<file path="src/common/seq_pkg.sv">
package seq_pkg;

	// sequencer geometry
	localparam int unsigned STEPS      = 16;
	localparam int unsigned MASK_WORDS = 32;
	localparam int unsigned CNT_W      = 14;

	// documented ranges
	localparam logic [13:0] CPS_MAX      = 14'h270f;
	localparam logic [13:0] TIMEBASE_MAX = 14'h270f;
	localparam logic [4:0]  PSTEP_MIN    = 5'h01;
	localparam logic [4:0]  PSTEP_MAX    = 5'h10;

	// timer base unit: 0.01 s, expressed in ns, against the 20 ns clock
	localparam longint unsigned TB_UNIT_NS    = 64'd10000000;
	localparam longint unsigned CLK_PERIOD_NS = 64'd20;
	localparam int unsigned     TICK_CYCLES_DEF = int'(TB_UNIT_NS / CLK_PERIOD_NS);

	// register byte offsets
	localparam logic [11:0] CTRL_OFS       = 12'h000;
	localparam logic [11:0] TIMEBASE_OFS   = 12'h004;
	localparam logic [11:0] MASK_BASE_OFS  = 12'h008;
	localparam logic [11:0] OUTPUT_OFS     = 12'h00c;
	localparam logic [11:0] COUNTS_OFS     = 12'h010;
	localparam logic [11:0] TIMER_OFS      = 12'h014;
	localparam logic [11:0] PSTEP_OFS      = 12'h018;
	localparam logic [11:0] CUR_STEP_OFS   = 12'h01c;
	localparam logic [11:0] INT_STAT_OFS   = 12'h020;
	localparam logic [11:0] INT_EN_OFS     = 12'h024;
	localparam logic [11:0] INT_CLR_OFS    = 12'h028;
	localparam logic [5:0]  PATTERN_BLK    = 6'h01;   // 0x040 + 4*step
	localparam logic [5:0]  CPS_BLK        = 6'h02;   // 0x080 + 4*step
	localparam logic [5:0]  EVSEL_BLK      = 6'h03;   // 0x0c0 + 4*step
	localparam logic [4:0]  MASK_BLK       = 5'h02;   // 0x100 + 4*word

	// control register fields and the counts register done bit
	localparam int unsigned CTRL_START = 0;
	localparam int unsigned CTRL_JOG   = 1;
	localparam int unsigned CTRL_RESET = 2;
	localparam int unsigned CTRL_RUN   = 3;
	localparam int unsigned CTRL_WORD  = 4;
	localparam int unsigned DONE_BIT   = 31;

	// interrupt bits
	localparam int unsigned INT_STEP = 0;
	localparam int unsigned INT_DONE = 1;

	// reset values
	localparam logic [4:0]  CTRL_RST     = 5'h00;
	localparam logic [13:0] TIMEBASE_RST = 14'h0001;
	localparam logic [4:0]  PSTEP_RST    = 5'h01;

	typedef enum logic [1:0] {ST_PROG, ST_RUN, ST_DONE} seq_state_t;

endpackage

</file>
<file path="src/rtl/masked_event_step_sequencer.sv">
module masked_event_step_sequencer
	import seq_pkg::*;
#(
	parameter int unsigned TICK_CYCLES = TICK_CYCLES_DEF
) (
	// clock and reset
	input  wire logic        pclk,
	input  wire logic        presetn,
	// apb slave
	input  wire logic        psel,
	input  wire logic        penable,
	input  wire logic        pwrite,
	input  wire logic [11:0] paddr,
	input  wire logic [31:0] pwdata,
	output logic             pready,
	output logic [31:0]      prdata,
	output logic             pslverr,
	// event contacts from the controlling logic
	input  wire logic [15:0] event_in,
	// drum outputs
	output logic [15:0]      masked_drum_discrete,
	output logic [15:0]      masked_drum_word,
	output logic             drum_done,
	output logic             irq
);

	// step tables and mask block
	logic [15:0]      pattern_mem [STEPS];
	logic [13:0]      cps_mem     [STEPS];
	logic [4:0]       evsel_mem   [STEPS];
	logic [15:0]      mask_mem    [MASK_WORDS];

	// software registers
	logic [4:0]       ctrl_reg, ctrl_next;
	logic [13:0]      timer_base_field_reg, timer_base_field_next;
	logic [4:0]       mask_base_reg, mask_base_next;
	logic [4:0]       preset_step_field_reg, preset_step_field_next;
	logic [1:0]       int_stat_reg, int_stat_next;
	logic [1:0]       int_en_reg, int_en_next;
	logic             pready_reg, pready_next;
	logic [31:0]      prdata_reg, prdata_next;
	logic             pslverr_reg, pslverr_next;

	// sequencer state
	seq_state_t       state_reg, state_next;
	logic [3:0]       cur_reg, cur_next;
	logic [13:0]      counts_reg, counts_next;
	logic [13:0]      timer_reg, timer_next;
	logic [31:0]      tick_reg, tick_next;
	logic             done_reg, done_next;
	logic             jog_prev_reg, run_prev_reg;
	logic [15:0]      points_reg, points_next;
	logic [15:0]      word_reg, word_next;
	logic             irq_reg, irq_next;

	// helpers
	logic             wr_en;
	logic             jog_rise, run_rise;
	logic [3:0]       last_used;
	logic             ev_true;
	logic [13:0]      tb_limit;
	logic [15:0]      final_val;
	logic [4:0]       mask_idx;
	logic             adv;
	logic [1:0]       ev_pulse;

	// every mapped word, tables included; anything else answers with pslverr
	function automatic logic addr_valid(input logic [11:0] a);
		logic ok;
		ok = 1'b0;
		if (a[1:0] == 2'b00) begin
			if (a <= INT_CLR_OFS)
				ok = 1'b1;
			if (a[11:6] == PATTERN_BLK || a[11:6] == CPS_BLK || a[11:6] == EVSEL_BLK)
				ok = 1'b1;
			if (a[11:7] == MASK_BLK)
				ok = 1'b1;
		end
		return ok;
	endfunction

	assign wr_en = psel & penable & pready_reg & pwrite & addr_valid(paddr);

	// register file next values; a refused preset step write leaves the old value
	always_comb begin
		ctrl_next              = ctrl_reg;
		timer_base_field_next  = timer_base_field_reg;
		mask_base_next         = mask_base_reg;
		preset_step_field_next = preset_step_field_reg;
		int_en_next            = int_en_reg;
		int_stat_next          = int_stat_reg;
		if (wr_en) begin
			case (paddr)
				CTRL_OFS:     ctrl_next = pwdata[4:0];
				TIMEBASE_OFS: if (pwdata[13:0] <= TIMEBASE_MAX)
					timer_base_field_next = pwdata[13:0];
				MASK_BASE_OFS: mask_base_next = pwdata[4:0];
				PSTEP_OFS: if (pwdata[4:0] >= PSTEP_MIN && pwdata[4:0] <= PSTEP_MAX &&
						pwdata[31:5] == 27'h0)
					preset_step_field_next = pwdata[4:0];
				INT_EN_OFS:   int_en_next = pwdata[1:0];
				INT_CLR_OFS:  int_stat_next = int_stat_reg & ~pwdata[1:0];
				default: ;
			endcase
		end
		// a new event in the clearing cycle survives the clear
		int_stat_next = int_stat_next | ev_pulse;
		irq_next      = |(int_stat_reg & int_en_reg);
	end

	// read data is captured in the setup cycle, so pready is high in the first access cycle
	always_comb begin
		pready_next  = psel & ~penable;
		pslverr_next = psel & ~penable & ~addr_valid(paddr);
		prdata_next  = 32'h0;
		if (psel && !penable && !pwrite && addr_valid(paddr)) begin
			case (paddr)
				CTRL_OFS:      prdata_next = {27'h0, ctrl_reg};
				TIMEBASE_OFS:  prdata_next = {18'h0, timer_base_field_reg};
				MASK_BASE_OFS: prdata_next = {27'h0, mask_base_reg};
				OUTPUT_OFS:    prdata_next = {16'h0, final_val};
				COUNTS_OFS:    prdata_next = {done_reg, 17'h0, counts_reg};
				TIMER_OFS:     prdata_next = {18'h0, timer_reg};
				PSTEP_OFS:     prdata_next = {27'h0, preset_step_field_reg};
				CUR_STEP_OFS:  prdata_next = {27'h0, 5'(cur_reg) + 5'h01};
				INT_STAT_OFS:  prdata_next = {30'h0, int_stat_reg};
				INT_EN_OFS:    prdata_next = {30'h0, int_en_reg};
				default: begin
					if (paddr[11:6] == PATTERN_BLK)
						prdata_next = {16'h0, pattern_mem[paddr[5:2]]};
					else if (paddr[11:6] == CPS_BLK)
						prdata_next = {18'h0, cps_mem[paddr[5:2]]};
					else if (paddr[11:6] == EVSEL_BLK)
						prdata_next = {27'h0, evsel_mem[paddr[5:2]]};
					else if (paddr[11:7] == MASK_BLK)
						prdata_next = {16'h0, mask_mem[paddr[6:2]]};
				end
			endcase
		end
	end

	always_ff @(posedge pclk or negedge presetn) begin
		if (!presetn) begin
			ctrl_reg              <= CTRL_RST;
			timer_base_field_reg  <= TIMEBASE_RST;
			mask_base_reg         <= 5'h00;
			preset_step_field_reg <= PSTEP_RST;
			int_stat_reg          <= 2'h0;
			int_en_reg            <= 2'h0;
			irq_reg               <= 1'b0;
			pready_reg            <= 1'b0;
			prdata_reg            <= 32'h0;
			pslverr_reg           <= 1'b0;
		end else begin
			ctrl_reg              <= ctrl_next;
			timer_base_field_reg  <= timer_base_field_next;
			mask_base_reg         <= mask_base_next;
			preset_step_field_reg <= preset_step_field_next;
			int_stat_reg          <= int_stat_next;
			int_en_reg            <= int_en_next;
			irq_reg               <= irq_next;
			pready_reg            <= pready_next;
			prdata_reg            <= prdata_next;
			pslverr_reg           <= pslverr_next;
		end
	end

	// table storage; reset leaves every step blank and every mask at zero
	always_ff @(posedge pclk or negedge presetn) begin
		if (!presetn) begin
			for (int i = 0; i < STEPS; i++) begin
				pattern_mem[i] <= 16'h0;
				cps_mem[i]     <= 14'h0;
				evsel_mem[i]   <= 5'h0;
			end
			for (int j = 0; j < MASK_WORDS; j++)
				mask_mem[j] <= 16'h0;
		end else if (wr_en) begin
			if (paddr[11:6] == PATTERN_BLK)
				pattern_mem[paddr[5:2]] <= pwdata[15:0];
			if (paddr[11:6] == CPS_BLK && pwdata[13:0] <= CPS_MAX)
				cps_mem[paddr[5:2]] <= pwdata[13:0];
			if (paddr[11:6] == EVSEL_BLK && pwdata[4:0] <= PSTEP_MAX)
				evsel_mem[paddr[5:2]] <= pwdata[4:0];
			if (paddr[11:7] == MASK_BLK)
				mask_mem[paddr[6:2]] <= pwdata[15:0];
		end
	end

	// last step that has a count preset or an event assigned
	// trade-off: a blank step inside the used range still runs, as a one-cycle skip
	always_comb begin
		last_used = 4'h0;
		for (int i = 0; i < STEPS; i++)
			if (cps_mem[i] != 14'h0 || evsel_mem[i] != 5'h0)
				last_used = 4'(i);
	end

	assign jog_rise = ctrl_reg[CTRL_JOG] & ~jog_prev_reg;
	assign run_rise = ctrl_reg[CTRL_RUN] & ~run_prev_reg;
	// blank event reads as always true, making the step purely timed
	assign ev_true  = (evsel_mem[cur_reg] == 5'h0) ? 1'b1 :
		event_in[4'(evsel_mem[cur_reg] - 5'h01)];
	// a zero timer base would end a count on every tick, so it acts as one unit
	assign tb_limit = (timer_base_field_reg == 14'h0) ? 14'h0001 : timer_base_field_reg;
	// mask words follow the base in step order and wrap inside the mask block
	assign mask_idx  = mask_base_reg + 5'(cur_reg);
	assign final_val = pattern_mem[cur_reg] & mask_mem[mask_idx];

	// step sequencing
	always_comb begin
		state_next = state_reg;
		cur_next    = cur_reg;
		counts_next = counts_reg;
		timer_next  = timer_reg;
		tick_next   = tick_reg;
		done_next   = done_reg;
		adv         = 1'b0;
		ev_pulse    = 2'h0;
		if (!ctrl_reg[CTRL_RUN]) begin
			state_next = ST_PROG;
		end else if (ctrl_reg[CTRL_RESET] || run_rise) begin
			// held at the preset step for as long as reset stays on
			state_next  = ST_RUN;
			cur_next    = 4'(preset_step_field_reg - 5'h01);
			counts_next = 14'h0;
			timer_next  = 14'h0;
			tick_next   = 32'h0;
			done_next   = 1'b0;
		end else if (state_reg == ST_RUN) begin
			if (jog_rise) begin
				adv = 1'b1;
			end else if (ctrl_reg[CTRL_START] && ev_true) begin
				if (cps_mem[cur_reg] == 14'h0) begin
					adv = 1'b1;
				end else if (tick_reg == TICK_CYCLES - 1) begin
					tick_next = 32'h0;
					if (timer_reg + 14'h0001 >= tb_limit) begin
						timer_next  = 14'h0;
						counts_next = counts_reg + 14'h0001;
						if (counts_reg + 14'h0001 == cps_mem[cur_reg])
							adv = 1'b1;
					end else begin
						timer_next = timer_reg + 14'h0001;
					end
				end else begin
					tick_next = tick_reg + 32'h1;
				end
			end
			if (adv) begin
				counts_next = 14'h0;
				timer_next  = 14'h0;
				tick_next   = 32'h0;
				if (cur_reg >= last_used) begin
					state_next          = ST_DONE;
					done_next           = 1'b1;
					ev_pulse[INT_DONE] = 1'b1;
				end else begin
					cur_next           = cur_reg + 4'h1;
					ev_pulse[INT_STEP] = 1'b1;
				end
			end
		end
	end

	// outputs are one cycle behind the tables, so a mask write shows on the next edge
	always_comb begin
		word_next   = ctrl_reg[CTRL_WORD] ? final_val : 16'h0;
		points_next = ctrl_reg[CTRL_WORD] ? 16'h0 : final_val;
	end

	always_ff @(posedge pclk or negedge presetn) begin
		if (!presetn) begin
			state_reg    <= ST_PROG;
			cur_reg      <= 4'h0;
			counts_reg   <= 14'h0;
			timer_reg    <= 14'h0;
			tick_reg     <= 32'h0;
			done_reg     <= 1'b0;
			jog_prev_reg <= 1'b0;
			run_prev_reg <= 1'b0;
			points_reg   <= 16'h0;
			word_reg     <= 16'h0;
		end else begin
			state_reg    <= state_next;
			cur_reg      <= cur_next;
			counts_reg   <= counts_next;
			timer_reg    <= timer_next;
			tick_reg     <= tick_next;
			done_reg     <= done_next;
			jog_prev_reg <= ctrl_reg[CTRL_JOG];
			run_prev_reg <= ctrl_reg[CTRL_RUN];
			points_reg   <= points_next;
			word_reg     <= word_next;
		end
	end

	assign pready               = pready_reg;
	assign prdata               = prdata_reg;
	assign pslverr              = pslverr_reg;
	assign masked_drum_discrete = points_reg;
	assign masked_drum_word     = word_reg;
	assign drum_done            = done_reg;
	assign irq                  = irq_reg;
endmodule
</file>
<file path="config.mk">
export PLATFORM = sky130hd
export DESIGN_NAME = masked_event_step_sequencer
export DESIGN_NICKNAME = d
export VERILOG_FILES = /design/src/common/seq_pkg.sv /design/src/rtl/masked_event_step_sequencer.sv
export SDC_FILE = /design/constraint.sdc
export NUM_CORES = 2
export LEC_CHECK = 0
export BUFFER_PORTS_ARGS = -buffer_cell sky130_fd_sc_hd__buf_4
export CELL_PAD_IN_SITES_DETAIL_PLACEMENT = 2
export CELL_PAD_IN_SITES_GLOBAL_PLACEMENT = 2
export CORE_MARGIN = 5
export CORE_UTILIZATION = 51
export CTS_CLUSTER_SIZE = 14
export DETAILED_ROUTE_END_ITERATION = 7
export PLACE_DENSITY_LB_ADDON = 0.1
export SLEW_MARGIN = 20
export SYNTH_ARGS = -nofsm -noshare
export SYNTH_HDL_FRONTEND = slang
export SYNTH_SLANG_ARGS = --single-unit
</file>
<file path="constraint.sdc">
create_clock -name pclk -period 8.9 [get_ports pclk]
set_input_delay 0 -clock pclk [delete_from_list [all_inputs] [get_ports pclk]]
set_output_delay 0 -clock pclk [all_outputs]
set_load 0.05 [all_outputs]
</file>
=== Word-level counts from Yosys, hierarchy flattened ===
Index checks and enable logic that the tools add are counted.

* Register bits: 1241
* Logic and storage cells: 373

* Reductions and logical operators: 88
* Magnitude comparators: 13
* Equality and inequality tests: 23
* $add $sub $neg: 8
* Bitwise operators: 21
* Multiplexer cells: 120

{| class="wikitable"
|+ Operator list
! kind !! number
|-
| $bwmux W512 || 1
|-
| $pmux W32 S10 || 1
|-
| $mux W14 || 22
|-
| $bwmux W256 || 1
|-
| $mux W16 || 16
|-
| $mux W32 || 8
|-
| $bwmux W224 || 1
|-
| $reduce_bool A14 Y1 || 15
|-
| $bmux W16 S5 || 2
|-
| $bmux W16 S4 || 2
|-
| $bmux W14 S4 || 2
|-
| $bwmux W80 || 1
|-
| $demux W16 S5 || 1
|-
| $reduce_bool A5 Y1 || 15
|-
| $mux W4 || 18
|-
| $demux W16 S4 || 1
|-
| $demux W14 S4 || 1
|-
| $eq A12 B5 Y1 const B || 4
|-
| $bmux W5 S4 || 2
|-
| $eq A12 B6 Y1 const B || 3
|-
| $add A32 B1 Y32 const B || 1
|-
| $eq A32 B19 Y1 const B || 1
|-
| $add A14 B1 Y14 const B || 2
|-
| $logic_not A14 Y1 || 2
|-
| other kinds (54) || 150
|}

=== Depth between registers and ports, before layout ===
* Word-level depth: 24
* Depth in mapped cells: 19

=== Worst setup path before layout ===
OpenSTA, ideal clock, no wires.

* Kind: flip-flop to flip-flop
* From: register cur_reg[1]
* To: register tick_reg[24]
* Library setup time: 82 ps
* Arrival: 4043 ps
* Required time: 8818 ps
* Cell stages (with the launch flop): 19
* Period minus slack after synthesis: 4125 ps
* Slack: 4775 ps
* Path through: dfrtp_1 > buf_6 > buf_6 > buf_6 > mux2i_1 > a22oi_1 > and3_1 > nor2_1 > ha_1 > clkbuf_1 > mux4_2 > a211o_1 > a31oi_1 > nor2_2 > a211oi_2 > buf_2 > buf_4 > a21oi_1 > o22ai_1

* Longest elaborated chain between the ends: 17
* Elaborated cells on any way between the ends: 31
* Classes of those cells: 1 x add/sub; 3 x eq/ne; 21 x mux; 1 x bitwise; 5 x reduce/logical

{| class="wikitable"
|+ RTL lines
! item !! line !! text
|-
| start, declared || masked_event_step_sequencer.sv:46 || <nowiki>logic [3:0] cur_reg, cur_next;</nowiki>
|-
| start signal, assigned || masked_event_step_sequencer.sv:286 || <nowiki>cur_reg <= cur_next;</nowiki>
|-
| $not A4 Y5 (implied by the code) (*) || - ||
|-
| $bmux W5 S4 or $bmux W14 S4 (tied branches) || - ||
|-
| $mux W5 (implied by the code) or $mux W14 (tied branches) (2 in a row) || masked_event_step_sequencer.sv:203, masked_event_step_sequencer.sv:234, masked_event_step_sequencer.sv:241 ||
|-
| $sub A4 B1 Y4 or $eq A14 B14 Y1 (tied branches) || masked_event_step_sequencer.sv:203, masked_event_step_sequencer.sv:241 ||
|-
| $bmux W1 S4 or $mux W1 (tied branches) || masked_event_step_sequencer.sv:203, masked_event_step_sequencer.sv:241 ||
|-
| $mux W1 (on tied branches) || masked_event_step_sequencer.sv:203, masked_event_step_sequencer.sv:238 ||
|-
| $mux W1 (on tied branches) || masked_event_step_sequencer.sv:202, masked_event_step_sequencer.sv:236 ||
|-
| $logic_and A1 B1 Y1 or $mux W1 (tied branches) || masked_event_step_sequencer.sv:233, masked_event_step_sequencer.sv:234 ||
|-
| $mux W1 || masked_event_step_sequencer.sv:233 || <nowiki>end else if (ctrl_reg[CTRL_START] && ev_true) begin</nowiki>
|-
| $mux W1 || masked_event_step_sequencer.sv:231 || <nowiki>if (jog_rise) begin</nowiki>
|-
| $mux W1 || masked_event_step_sequencer.sv:230 || <nowiki>end else if (state_reg == ST_RUN) begin</nowiki>
|-
| $mux W1 || masked_event_step_sequencer.sv:222 || <nowiki>end else if (ctrl_reg[CTRL_RESET] || run_rise) begin</nowiki>
|-
| $mux W1 || masked_event_step_sequencer.sv:220 || <nowiki>if (!ctrl_reg[CTRL_RUN]) begin</nowiki>
|-
| $mux W32 || masked_event_step_sequencer.sv:250 || <nowiki>if (adv) begin</nowiki>
|-
| $mux W32 || masked_event_step_sequencer.sv:230 ||
|-
| $mux W32 || masked_event_step_sequencer.sv:222 ||
|-
| end signal, assigned || masked_event_step_sequencer.sv:289 || <nowiki>tick_reg <= tick_next;</nowiki>
|-
| end, declared || masked_event_step_sequencer.sv:49 || <nowiki>logic [31:0] tick_reg, tick_next;</nowiki>
|}

Mark *: on every way between the ends. The rest lies on a longest branch, timed or not. The select of a mux whose other input is x is not followed.
A chain may end at the register's enable or synchronous reset.

=== Worst setup path after layout ===
* From: register cur_reg[2]
* To: register counts_reg[0]

* Longest elaborated chain between the ends: 17
* Elaborated cells on any way between the ends: 33
* Classes of those cells: 1 x add/sub; 3 x eq/ne; 21 x mux; 1 x bitwise; 7 x reduce/logical

{| class="wikitable"
|+ RTL lines
! item !! line !! text
|-
| $not A4 Y5 (implied by the code) (*) || - ||
|-
| parallel branches: the longest is 16 deep, another holds $sub A4 B1 Y4 || - ||
|-
| end signal, assigned || masked_event_step_sequencer.sv:287 || <nowiki>counts_reg <= counts_next;</nowiki>
|-
| end, declared || masked_event_step_sequencer.sv:47 || <nowiki>logic [13:0] counts_reg, counts_next;</nowiki>
|}

Every way passes the cells marked *. The select of a mux whose other input is x is not followed.

==> flow_metrics.tcl <==
set metrics [dict create \
    status "completed" \
    syn_inst 4564 \
    grt_pass1_wl_um 423000 \
    htreeDepth 4 \
    synthTopCellsByCount "1224 x dfrtp_1, 1059 x mux2_2, 653 x mux4_2, 282 x clkbuf_1, 200 x nand2_1" \
    seqPwrFrac_pct 45.3 \
    period_needed_ps 5830 \
    yosysMostFrequentCell "dfrtp_1" \
    final_nets 4668 \
    drtPass1Iterations 6 \
    worst-r2r-cell-count 15 \
    p_per_area_nw_per_um2 166 \
    place_area_sq_um 69000 \
    grt-ovfl-total 0 \
    postSynth.asyncResetShare_pct 100 \
    via_count 48900 \
    ys_seq_area_share_pct 46.2 \
    seqCellArea_sq_um 30700 \
    synth_edf_count 0 \
    pre_cts_slack_ps 3220 \
    wirelength_um 294000 \
    path_max_fanout 53 \
    drt_iter0_drc 6027 \
    holdCritPathClass "primary input to register" \
    largest_register_ffs 512 \
    die_area_sq_um 138000 \
    regMostFlops "mask_mem" \
    grt_max_degree 169 \
    path_clk_slew_ps 70 \
    peakVddDrop_mv 0.211 \
    track_usage_pct 43.0 \
    die_width_um 371 \
    numCtsBuffers 141 \
    grt_pass1_vias 53400 \
    syn_to_final_growth_pct 11.5 \
    final_area_sq_um 74100 \
    syn-cell-area_sq_um 66400 \
    antenna_left 0 \
    cts_sinks 1226 \
    synth_top_area_share_pct 46.1 \
    clock_power_share_pct 50.4 \
    slew_headroom_pct 5.06 \
    viasPerCell 7.61 \
    design.core.area_sq_um 129000 \
    power_switching_mw 3.07 \
    rsz0062_at_grt "no" \
    drive_gt1_share_pct 47.5 \
    cts-root-buf "clkbuf_16" \
    pwr-share-comb_pct 4.2 \
    crit_path_end_kind "register" \
    place_hpwl_um 162000 \
    ys_ff_latch 1226 \
    critical_path_required_ps 9540 \
    fmax_ghz 0.172 \
    clk_path_buf_depth 3 \
    synthTopCellsByArea "dfrtp_1 46%, mux4_2 22%, mux2_2 18%" \
    clock_skew_ps 34.1 \
    avgSynthCellArea_sq_um 14.5 \
    start_util_pct 51.3 \
    leakagePower_nw 34.2 \
    startpoint_type "register" \
    wire_per_inst_um 45.7 \
    switching_share_pct 25.0 \
    arrival_ps 6460 \
    gp_congestion 0.912 \
    io_buffer_count 117 \
    clk-insertion-delay-late_ps 800 \
    synthFlopType "dfrtp_1" \
    yosysWarnings 0 \
    final_util_pct 57.2 \
    fin_setup_tns_ps 0 \
    tritoncts "yes" \
    hold_depth 4 \
    num_rows 132 \
    ios 133 \
    path_class "register to register" \
    max-cap-violations 0 \
    p_int_mw 9.22 \
    setup_viol 0 \
    final_hold_viol_count 0 \
    tightest_slew_ps 1420 \
    fin_ws_ps 3070 \
    chipHeight_um 371 \
    cts-resized-gates 0 \
    fin_crit_sh_pct 65.5 \
    biggestRegsByFlops "mask_mem x512, pattern_mem x256, cps_mem x224" \
    antenna_found_initial 18 \
    synth.distinct_cells 82 \
    p_total_mw 12.3 \
    num-fill-cells 11100 \
    drc 0 \
    multiInputGateArea_sq_um 34100 \
    yosys.area.top_type "dfrtp_1" \
    slew_violations 0 \
]
[through the flow]
| stage | hold slack [ps] | instances |
|---|---|---|
| 2_1_floorplan | -296 | 4578 |
| 3_3_place_gp | -44.9 | 6142 |
| 3_5_place_dp | -45.8 | 6142 |
| 4_1_cts | 17.3 | 6421 |
| 5_1_grt | 108 | 6423 |
| 6_report | 75.1 | 6433 |
[final timing paths]
| path | to | slack, ps | start |
|---|---|---|---|
| max in group asynchronous | pattern_mem[113] | 6580 | presetn |
| hold reg to reg | jog_prev_reg | 460 | ctrl_reg[1] |
| min in group asynchronous | cps_mem[162] | 420 | presetn |
| setup reg to reg | counts_reg[0] | 3070 | cur_reg[2] |
| setup / recovery | counts_reg[0] | 3070 | cur_reg[2] |
| hold / removal | evsel_mem[3] | 80 | paddr[4] |
[cells in the final DEF (no fill, tap or decap), drive strengths merged, types with 14 or more instances in the layout]
| master | instances |
|---|---|
| and3 | 30 |
| nand4 | 34 |
| nand2b | 32 |
| clkbuf | 214 |
| o211ai | 35 |
| o21ai | 88 |
| mux4 | 653 |
| clkinv | 25 |
| a22o | 21 |
| mux2 | 1059 |
| mux2i | 40 |
| buf | 234 |
| a21oi | 41 |
| nand2 | 200 |
| xnor2 | 32 |
| nor2 | 116 |
| o22ai | 15 |
| nor3 | 41 |
| nand3 | 68 |
| dfrtp | 1224 |
| a22oi | 43 |
| ha | 28 |
| inv | 50 |
| nor4 | 97 |
| dlygate4sd3 | 29 |
| o21a | 14 |
| a21o | 16 |
| conb | 15 |
| nor2b | 18 |
[kinds of logic after synthesis]
| kind of cell | share of synthesized area, % |
|---|---|
| AO/OA/AOI/OAI | 3.86 |
| adder cells (fa/ha/maj) | 0.558 |
| flip-flops | 46.2 |
| XOR/XNOR | 0.554 |
| multiplexers | 40.7 |
| AND/OR/NAND/NOR | 5.23 |
| other | 0.00565 |
| buffers and inverters | 2.86 |
[per-layer routing]
layer	GRT usage, %	vias up	share of wire, %
li1	-	17800	-
met1	53.4	26500	36
met2	67.1	3420	46
met3	10.1	1234	9.0
met4	30.2	10	8.8
met5	0	-	0.021
[power by group through the flow]
stage	sequential, mW	clock [mW]	combinational [mW]
2_1_floorplan	5.68	0	0.221
3_3_place_gp	5.68	0	0.479
3_5_place_dp	5.68	0	0.484
4_1_cts	5.57	6.12	0.505
5_1_grt	5.57	6.46	0.543
6_report	5.57	6.20	0.521
[layout make-up]
cell class,count,area share [%]
Antenna cell,11,0.0372
Tap cell,1742,2.94
Sequential cell,1226,41.4
Clock buffer,214,5.81
Inverter,48,0.243
Clock inverter,35,0.532
Timing Repair Buffer,263,2.98
Multi-Input combinational cell,2894,46.0
[critical path, cell delays in order (launching register included)]
cell and delay [ps]:
dfrtp_2 350, buf_4 510, and2_1 860, a22oi_1 380, and3_1 330, nor2_1 170, ha_1 460, nor2b_1 130
a2111oi_0 380, o21ai_0 220, a311o_1 400, nand2_2 70, buf_4 470, nor2_1 290, nand2_1 440, o21ai_0 150
[repair_timing]
item	CTS	global route
hold buffers	30	0
buffers inserted	0	0
endpoints found under the setup margin	0	0
hold endpoints to repair	908	0
No activity file was read; power rests on OpenSTA's default activity.
